<file path="config.mk">
export PLATFORM = sky130hd
export DESIGN_NAME = mode_wake_ctrl
export DESIGN_NICKNAME = d
export VERILOG_FILES = /design/src/core/mode_wake_pkg.sv /design/src/core/mode_wake_ctrl.sv
export SDC_FILE = /design/constraint.sdc
export NUM_CORES = 1
export LEC_CHECK = 0
export ABC_CLOCK_PERIOD_IN_PS = 6100
export BUFFER_PORTS_ARGS = -buffer_cell sky130_fd_sc_hd__buf_4
export CAP_MARGIN = 5
export CORE_AREA = 2 2 81 83
export CTS_CLUSTER_SIZE = 24
export DETAILED_ROUTE_END_ITERATION = 8
export DIE_AREA = 0 0 83 85
export GPL_TIMING_DRIVEN = 0
export PLACE_DENSITY = 0.94
export SETUP_SLACK_MARGIN = 0.5
export SKIP_LAST_GASP = 1
export SLEW_MARGIN = 0
export SYNTH_ARGS = -nofsm -noshare
export SYNTH_HDL_FRONTEND = slang
export SYNTH_SLANG_ARGS = --single-unit
</file>
<file path="constraint.sdc">
create_clock -name mclk -period 6.1 [get_ports mclk]
set_clock_uncertainty 0.15 [all_clocks]
set_input_delay 0.915 -clock mclk [delete_from_list [all_inputs] [get_ports mclk]]
set_output_delay 0.915 -clock mclk [all_outputs]
set_load 0.005 [all_outputs]
</file>
<file path="src/core/mode_wake_pkg.sv">
// constants for the operating mode and wakeup controller
// assumes an apb slave with 32-bit data and byte addresses
package mode_wake_pkg;

  // register word indices (printed offsets kept as indices)
  localparam logic [7:0] edge_ctrl_idx   = 8'hbf;
  localparam logic [7:0] p1_mask_idx     = 8'hc0;
  localparam logic [7:0] osc_mode_idx    = 8'hca;
  localparam logic [7:0] timer_ctrl_idx  = 8'hd8;
  localparam logic [7:0] status_idx      = 8'hd0;

  // osc mode fields
  localparam int high_osc_stop_bit      = 1;
  localparam int slow_clock_select_bit  = 2;
  localparam int cpu_mode_lo_bit        = 3;
  localparam int cpu_mode_hi_bit        = 4;

  // edge control fields
  localparam int edge_trigger_enable_bit = 7;
  localparam int edge_sel_lo_bit         = 3;
  localparam int edge_sel_hi_bit         = 4;

  // timer control field
  localparam int basic_timer_enable_bit = 7;

  // widths and reset values
  localparam int p1_pins               = 5;
  localparam int p0_pins               = 2;
  localparam logic [7:0] osc_mode_rst  = 8'h00;
  localparam logic [7:0] edge_ctrl_rst = 8'h00;
  localparam logic [7:0] p1_mask_rst   = 8'h00;
  localparam logic [7:0] timer_ctrl_rst = 8'h00;
  localparam logic [7:0] osc_mode_wmask = 8'hfe;
  localparam logic [7:0] edge_ctrl_wmask = 8'h98;
  localparam logic [7:0] p1_mask_wmask  = 8'h1f;

  // cpu mode field encodings
  localparam logic [1:0] cpu_normal = 2'h0;
  localparam logic [1:0] cpu_sleep  = 2'h1;
  localparam logic [1:0] cpu_green  = 2'h2;

  // pin 0.0 edge select encodings
  localparam logic [1:0] sel_fall = 2'h1;
  localparam logic [1:0] sel_rise = 2'h2;
  localparam logic [1:0] sel_both = 2'h3;

  // high-speed clock cycles per instruction and sleep wake count
  localparam int instr_div         = 4;
  localparam int wake_count_cycles = 2048;

  typedef enum logic [2:0] {
    st_normal,
    st_slow,
    st_green,
    st_sleep,
    st_warmup
  } sys_state_t;

endpackage
</file>
<file path="src/core/mode_wake_ctrl.sv">
// operating mode and wakeup controller with apb register access
// assumes mclk is the high-speed oscillator clock and wake pins are async
//
// What this block does
// - normal mode runs cpu from high clock, one instruction per four periods
// - slow select one switches system clock to low clock, cpu keeps running
// - high stop bit stops only high oscillator, low clock keeps running
// - mode field 10 enters green, cpu halted, oscillators stay as before green
// - green keeps only basic timer and counter a, stops the rest
// - green exits on basic timer timeout, port wake, or reset
// - green exit returns to normal or slow, whichever was before
// - basic timer disabled gives no green wake
// - mode field 01 enters sleep, both oscillators and timers stop
// - sleep exits only on port wake or reset, then normal mode
// - sleep exit waits 2048 high clock cycles before running
// - clearing slow select with high oscillator running returns at once
// - port 0 always wakes; port 1 pins wake only when enabled
// - port 1 mask holds write-only enables for pins 0 to 4
// - edge enable zero: low level wake, pin 0.0 falling interrupt
// - edge enable one: pin 0.1 and port 1 any change, 0.0 by select
// - pin 0.0 select 01 fall, 10 rise, 11 both, 00 reserved
// - mode field bits 4:3: 00 normal, 01 sleep, 10 green
//
// Our own choice: the APB register port.
module mode_wake_ctrl
  import mode_wake_pkg::*;
#(
  parameter int wake_cycles = wake_count_cycles
)(
  input  wire logic                mclk,
  input  wire logic                reset_n,
  input  wire logic                psel,
  input  wire logic                penable,
  input  wire logic                pwrite,
  input  wire logic [11:0]         paddr,
  input  wire logic [31:0]         pwdata,
  output logic                     pready,
  output logic                     pslverr,
  output logic [31:0]              prdata,
  input  wire logic [p0_pins-1:0]  port0_pin,
  input  wire logic [p1_pins-1:0]  port1_pin,
  input  wire logic                basic_timer_timeout,
  output logic                     high_osc_run,
  output logic                     low_osc_run,
  output logic                     sys_clk_low_sel,
  output logic                     cpu_clk_en,
  output logic                     instr_strobe,
  output logic                     basic_timer_run,
  output logic                     timer_counter_a_run,
  output logic                     timer_counter_b_run,
  output logic                     watchdog_run,
  output logic                     port0_int
);

  // counter wide enough to hold the full settle count
  localparam int wcnt_w = $clog2(wake_cycles + 1);
  localparam logic [wcnt_w-1:0] wcnt_last = wcnt_w'(wake_cycles - 1);

  // control registers, synchronisers and mode state
  logic [7:0]         osc_mode_r;
  logic [7:0]         edge_ctrl_r;
  logic [7:0]         p1_mask_r;
  logic [7:0]         timer_ctrl_r;
  logic [p0_pins-1:0] p0_meta_r;
  logic [p0_pins-1:0] p0_sync_r;
  logic [p0_pins-1:0] p0_prev_r;
  logic [p1_pins-1:0] p1_meta_r;
  logic [p1_pins-1:0] p1_sync_r;
  logic [p1_pins-1:0] p1_prev_r;
  logic               bt_meta_r;
  logic               bt_sync_r;
  sys_state_t         state_r;
  sys_state_t         state_nxt;
  logic               green_from_slow_r;
  logic [wcnt_w-1:0]  wcnt_r;
  logic [1:0]         div_r;
  // combinational decode and trigger terms
  logic [p0_pins-1:0] p0_trig;
  logic [p1_pins-1:0] p1_trig;
  logic               port_wake;
  logic               bt_wake;
  logic               wr_en;
  logic               rd_en;
  logic               addr_hit;
  logic [7:0]         word_idx;
  logic [1:0]         cpu_mode;
  logic [1:0]         p00_sel;
  logic               edge_en;
  logic               p0_fall0;

  ////////////////////////////////////////////////////////////////////////////
  // apb decode: zero wait state, word index is byte address / 4

  assign word_idx = paddr[9:2];
  assign wr_en    = psel && penable && pwrite;
  assign rd_en    = psel && !penable && !pwrite;
  assign addr_hit = (word_idx == edge_ctrl_idx) || (word_idx == p1_mask_idx) ||
                    (word_idx == osc_mode_idx) || (word_idx == timer_ctrl_idx) ||
                    (word_idx == status_idx);
  // no wait states: every access ends in its first access cycle
  assign pready   = 1'b1;
  // unmapped word flags an error and the write is dropped
  assign pslverr  = psel && penable && !addr_hit;

  // field views of the control registers
  assign cpu_mode = {osc_mode_r[cpu_mode_hi_bit], osc_mode_r[cpu_mode_lo_bit]};
  assign p00_sel  = {edge_ctrl_r[edge_sel_hi_bit], edge_ctrl_r[edge_sel_lo_bit]};
  assign edge_en  = edge_ctrl_r[edge_trigger_enable_bit];

  // oscillator mode register; mode field self-clears on wakeup
  always_ff @(posedge mclk)
  begin
    if (!reset_n)
      osc_mode_r <= osc_mode_rst;
    else if (wr_en && word_idx == osc_mode_idx)
      osc_mode_r <= pwdata[7:0] & osc_mode_wmask;
    // mode bits drop when sleep or green ends
    else if ((state_r == st_green || state_r == st_sleep) && state_nxt != state_r)
    begin
      osc_mode_r[cpu_mode_hi_bit] <= 1'b0;
      osc_mode_r[cpu_mode_lo_bit] <= 1'b0;
      // sleep always wakes into normal, never slow
      if (state_r == st_sleep)
        osc_mode_r[slow_clock_select_bit] <= 1'b0;
    end
  end

  // edge control register
  // select bits kept while edge enable is off
  always_ff @(posedge mclk)
  begin
    if (!reset_n)
      edge_ctrl_r <= edge_ctrl_rst;
    else if (wr_en && word_idx == edge_ctrl_idx)
      edge_ctrl_r <= pwdata[7:0] & edge_ctrl_wmask;
  end

  // port 1 wake mask, write only
  // reads return zero, software keeps its own copy
  always_ff @(posedge mclk)
  begin
    if (!reset_n)
      p1_mask_r <= p1_mask_rst;
    else if (wr_en && word_idx == p1_mask_idx)
      p1_mask_r <= pwdata[7:0] & p1_mask_wmask;
  end

  // basic timer control, enable bit only used here
  // other bits stored for software read-back
  always_ff @(posedge mclk)
  begin
    if (!reset_n)
      timer_ctrl_r <= timer_ctrl_rst;
    else if (wr_en && word_idx == timer_ctrl_idx)
      timer_ctrl_r <= pwdata[7:0];
  end

  // read data registered in setup phase
  // status read shows the mode at the setup edge
  always_ff @(posedge mclk)
  begin
    if (!reset_n)
      prdata <= 32'h0000_0000;
    else if (rd_en)
    begin
      case (word_idx)
        edge_ctrl_idx:  prdata <= {24'h000000, edge_ctrl_r};
        osc_mode_idx:   prdata <= {24'h000000, osc_mode_r};
        timer_ctrl_idx: prdata <= {24'h000000, timer_ctrl_r};
        status_idx:     prdata <= {21'h0, 3'(state_r), 8'h00};
        default:        prdata <= 32'h0000_0000; // mask reads zero
      endcase
    end
  end

  ////////////////////////////////////////////////////////////////////////////
  // pin synchronisers and previous-value stage

  // two flops per pin against metastability, third stage for edges
  always_ff @(posedge mclk)
  begin
    if (!reset_n)
    begin
      p0_meta_r <= '1;
      p0_sync_r <= '1;
      p0_prev_r <= '1;
      p1_meta_r <= '1;
      p1_sync_r <= '1;
      p1_prev_r <= '1;
      bt_meta_r <= 1'b0;
      bt_sync_r <= 1'b0;
    end
    else
    begin
      p0_meta_r <= port0_pin;
      p0_sync_r <= p0_meta_r;
      p0_prev_r <= p0_sync_r;
      p1_meta_r <= port1_pin;
      p1_sync_r <= p1_meta_r;
      p1_prev_r <= p1_sync_r;
      bt_meta_r <= basic_timer_timeout;
      bt_sync_r <= bt_meta_r;
    end
  end

  ////////////////////////////////////////////////////////////////////////////
  // wake trigger detection

  // falling edge of pin 0.0, shared by interrupt and select
  assign p0_fall0 = p0_prev_r[0] && !p0_sync_r[0];

  always_comb
  begin
    p0_trig = '0;
    if (!edge_en)
      p0_trig = ~p0_sync_r;
    else
    begin
      p0_trig[1] = p0_prev_r[1] ^ p0_sync_r[1];
      case (p00_sel)
        sel_fall: p0_trig[0] = p0_fall0;
        sel_rise: p0_trig[0] = !p0_prev_r[0] && p0_sync_r[0];
        sel_both: p0_trig[0] = p0_prev_r[0] ^ p0_sync_r[0];
        default:  p0_trig[0] = 1'b0;
      endcase
    end
  end

  // port 1 gated per pin by mask
  genvar gi;
  generate
    for (gi = 0; gi < p1_pins; gi++)
    begin : g_p1
      assign p1_trig[gi] = p1_mask_r[gi] &&
                           (edge_en ? (p1_prev_r[gi] ^ p1_sync_r[gi]) : !p1_sync_r[gi]);
    end
  endgenerate

  // any armed pin wakes
  assign port_wake = |p0_trig || |p1_trig;
  // disabled basic timer gives no wake
  assign bt_wake   = bt_sync_r && timer_ctrl_r[basic_timer_enable_bit];

  // port 0 interrupt on pin 0.0 falling edge, or in edge mode pin 0.0 as selected plus any pin 0.1 change
  always_ff @(posedge mclk)
  begin
    if (!reset_n)
      port0_int <= 1'b0;
    else if (!edge_en)
      port0_int <= p0_fall0;
    else
      port0_int <= p0_trig[0] || p0_trig[1];
  end

  ////////////////////////////////////////////////////////////////////////////
  // mode state machine

  // next mode from control field and wake sources
  always_comb
  begin
    state_nxt = state_r;
    case (state_r)
      st_normal, st_slow:
      begin
        if (cpu_mode == cpu_sleep)
          state_nxt = st_sleep;
        else if (cpu_mode == cpu_green)
          state_nxt = st_green;
        else if (osc_mode_r[slow_clock_select_bit])
          state_nxt = st_slow;
        else
          state_nxt = st_normal;
      end
      st_green:
      begin
        // timer or port wake; last mode
        if (bt_wake || port_wake)
          state_nxt = green_from_slow_r ? st_slow : st_normal;
      end
      st_sleep:
      begin
        if (port_wake)
          state_nxt = st_warmup;
      end
      st_warmup:
      begin
        if (wcnt_r == wcnt_last)
          state_nxt = st_normal;
      end
      default: state_nxt = st_normal;
    endcase
  end

  // current mode register
  always_ff @(posedge mclk)
  begin
    if (!reset_n)
      state_r <= st_normal;
    else
      state_r <= state_nxt;
  end

  // remembers mode before green
  always_ff @(posedge mclk)
  begin
    if (!reset_n)
      green_from_slow_r <= 1'b0;
    else if (state_nxt == st_green && state_r != st_green)
      green_from_slow_r <= (state_r == st_slow);
  end

  // wake settle counter
  // a stale count would shorten the next settle time
  always_ff @(posedge mclk)
  begin
    if (!reset_n)
      wcnt_r <= '0;
    else if (state_r != st_warmup)
      wcnt_r <= '0;
    else
      wcnt_r <= wcnt_r + wcnt_w'(1);
  end

  // instruction divider, four clocks per instruction
  always_ff @(posedge mclk)
  begin
    if (!reset_n)
      div_r <= 2'h0;
    else if (!cpu_clk_en)
      div_r <= 2'h0;
    else
      div_r <= div_r + 2'h1;
  end

  ////////////////////////////////////////////////////////////////////////////
  // clock and peripheral enables

  // divider restarts on resume, so first strobe comes three clocks later
  // one strobe per four high clock periods
  assign instr_strobe    = cpu_clk_en && (div_r == 2'(instr_div - 1));
  assign cpu_clk_en      = (state_r == st_normal) || (state_r == st_slow);
  assign sys_clk_low_sel = (state_r == st_slow) ||
                           (state_r == st_green && green_from_slow_r);
  // high oscillator restarts during the settle count
  // stop bit affects only high oscillator; sleep stops both
  assign high_osc_run    = (state_r == st_warmup) || ((state_r != st_sleep) &&
                           !(osc_mode_r[high_osc_stop_bit] && sys_clk_low_sel));
  // low oscillator off in sleep and warmup
  assign low_osc_run     = (state_r != st_sleep) && (state_r != st_warmup);
  // green keeps only basic timer and counter a
  assign basic_timer_run     = (state_r != st_sleep) && (state_r != st_warmup);
  assign timer_counter_a_run = basic_timer_run;
  // counter b and watchdog halt with the cpu
  assign timer_counter_b_run = cpu_clk_en;
  assign watchdog_run        = cpu_clk_en;

endmodule

</file>
==> metrics.cfg <==
[timing]
min_period_ns = 3.02
setup_viol = 0
drv_slew = 0
grt_setup_unrepaired = false
hold_viol_final = 0
final.period_utilization_pct = 49.5
tightest_slew_ns = 0.941
relSlewSlack_pct = 36.8
fin_setup_tns_ns = 0
fmax_ghz = 0.331

[cts]
numCtsBuffers = 9
cts-htree-levels = 3
root_buffer = clkbuf_8
path_clk_slew_ns = 0.07
cts_setup_buffers = 0
cts_tree = yes
postCtsHoldBufs = 0
cts.path.max_buffers = 2
post_cts_resized = 0
clkLatencyLatePin_ns = 0.34
cts_sinks = 76

[setup_path]
end_kind = primary output
cp_max_fo = 5
r2r_setup_slack_ns = 3.23
max_stage_delay_ns = 0.50
arrival_ns = 1.95
cp-startpoint = paddr[8]
cp.required_ns = 5.03
slowest_stage = nor3_1
worstSetupPathType = in2out
cp_cell_sequence = buf_4, nand4b_1, nor3_1, nor3_1, buf_4
worst-r2r-cell-count = 8
reg2reg_to = green_from_slow_r$_SDFFE_PN0P_
worstReg2RegStart = p0_sync_r[0]$_SDFF_PN1_
cp-start-kind = input port

[cells_and_area]
fillers = 535
instances_no_fill = 530
final_nets = 511
layout_common_cells = 77 x buf_4, 76 x dfxtp_1, 39 x nand2_1
multi_input_area_um2 = 1580
area_growth_pct = 21.4
layout_commonest_cell = buf_4
drive_gt1_share_pct = 22.1
antennaDiodeCount = 0
regArea_um2 = 1520

[floorplan]
coreArea_um2 = 6200
chipHeight_um = 85
rows = 29
fp.dieArea_um2 = 7060
ios = 101
start_util_pct = 53.2
die_x_um = 83

[grt]
grt_first_pass_wirelength_mm = 11.5
grt.total_usage_pct = 20.0
antenna_found_initial = 0
grt_overflow_total = 0
grt_pass1_vias = 2618
grt_max_degree = 13

[logic_synthesis]
avgSynthCellArea_um2 = 9.00
synth-main-ff-cell = dfxtp_1
yosys_warnings = 0
yosysSeqAreaShare_pct = 46.1
syn_area_um2 = 3300
synthCells = 367
synth-seq-cells = 76
synthDistinctLibCells = 46
synth-edff-count = 0
synthArstFlopShare_pct = 0
netlist.area_leader.share_pct = 46.1
yosysTopAreaCell = dfxtp_1
synthTopCellsByArea = dfxtp_1 46%, buf_4 6.1%, nand2b_1 4.5%, nand2_1 4.4%, nor2_1 4.2%

[worst_hold_path]
hold_start = p0_meta_r[0]$_SDFF_PN1_
whs_path_depth = 1
min_to = p0_sync_r[0]$_SDFF_PN1_
min_path_type = reg2reg

[run_status]
status = finished, final reports clean

[placement]
place_inst = 514
port_buffers = 50
gp_congestion = 0.890
dp_hpwl_mm = 5.15

[power_and_ir_drop]
ir_drop_uv = 210
p_leak_nw = 1.65
p_per_area_nw_per_um2 = 223
total_power_mw = 0.896

[job]
cap_viol_max_count = 0

[route]
wire_per_inst_um = 12.9
drc = 0
antenna_left = 0
drt_iter0_markers = 181
wl_mm = 6.83
routed_via_density = 5.13
num_vias = 2719
dr.pass1.iters = 5

[Yosys cell counts, types with 2 or more instances]
master / instances
dfxtp_1: 76
nand2_1: 39
nor2_1: 37
buf_4: 27
nand2b_1: 24
a21oi_1: 16
nand3_1: 16
clkbuf_1: 14
nor3_1: 12
mux2i_1: 11
and2_1: 9
nor2b_1: 8
xnor2_1: 7
xor2_1: 7
and3_1: 6
ha_1: 6
inv_1: 5
a211oi_1: 4
a221oi_1: 4
a22oi_1: 4
a222oi_1: 3
a32o_1: 3
conb_1: 2
nand3b_1: 2
nand4_1: 2
nor4_1: 2
or2_2: 2
[critical path: cells and delay by family]
kind / cells / cell delay (ns)
buf+inv: 2 / 0.27
simple gates: 3 / 0.77
[where the power goes]
group	switching, mW	total [mW]	internal, mW	leakage, nW
Sequential	0.00389	0.510	0.506	0.618
Combinational	0.0310	0.0671	0.0361	0.953
Clock	0.172	0.319	0.147	0.0803
Total	0.207	0.896	0.689	1.65
[kinds of logic after synthesis]
| logic type | after synthesis | share of synthesized area (%) |
|---|---|---|
| and+or+nand+nor | 167 | 25.3 |
| DFF | 76 | 46.1 |
| buffers and inverters | 47 | 8.41 |
| AOI/OAI and AO/OA | 44 | 10.7 |
| xor gates and xnor gates | 14 | 3.71 |
| muxes | 11 | 3.33 |
| adders and majority gates | 6 | 2.27 |
| other | 2 | 0.227 |
[state kept, by name, indices dropped and copies added (netlist names)]
register	flops
wcnt_r	12
prdata	11
timer_ctrl_r	8
osc_mode_r	7
p1_mask_r	5
p1_meta_r	5
p1_prev_r	5
p1_sync_r	5
edge_ctrl_r	3
state_r	3
div_r	2
p0_meta_r	2
p0_prev_r	2
p0_sync_r	2
bt_meta_r	1
bt_sync_r	1
green_from_slow_r	1
port0_int	1
[worst max path at each step]
stage,end,slack [ns]
2_1_floorplan,osc_mode_r[3]$_SDFFE_PN0P_,3.35
4_1_cts,pslverr,3.08
3_3_place_gp,osc_mode_r[4]$_SDFFE_PN0P_,2.81
6_report,pslverr,3.08
3_5_place_dp,osc_mode_r[4]$_SDFFE_PN0P_,2.72
5_1_grt,osc_mode_r[3]$_SDFFE_PN0P_,2.94
[layer usage]
metal / track usage, % / up-vias / share of wire (%)
met1: 22.7 / 1256 / 41
met3: 6.23 / 7 / 6.0
met5: 0 / - / 0
met2: 36.1 / 90 / 52
met4: 6.41 / 0 / 0.86
li1: - / 1366 / -
[stage by stage]
stage | area (um^2) | setup WS (ns) | hold WS (ns) | util, %
2_1_floorplan | 3380 | 3.35 | 0.236 | -
3_3_place_gp | 3850 | 2.81 | 0.238 | 62.0
3_5_place_dp | 3850 | 2.72 | 0.244 | 62.0
4_1_cts | 4010 | 3.08 | 0.259 | 64.7
5_1_grt | 4010 | 2.94 | 0.282 | 64.7
6_report | 4010 | 3.08 | 0.253 | 64.7
[final cells by class]
cell class | instances | area share [%]
plain buffers | 41 | 6.36
clock buffers | 12 | 3.37
clock inverters | 4 | 0.655
inverters | 6 | 0.561
multi-input cells | 264 | 39.4
flip-flops and latches | 76 | 37.9
well taps | 77 | 2.40
repair buffers | 50 | 9.36
Note: power is estimated with default switching activity, not from simulation.
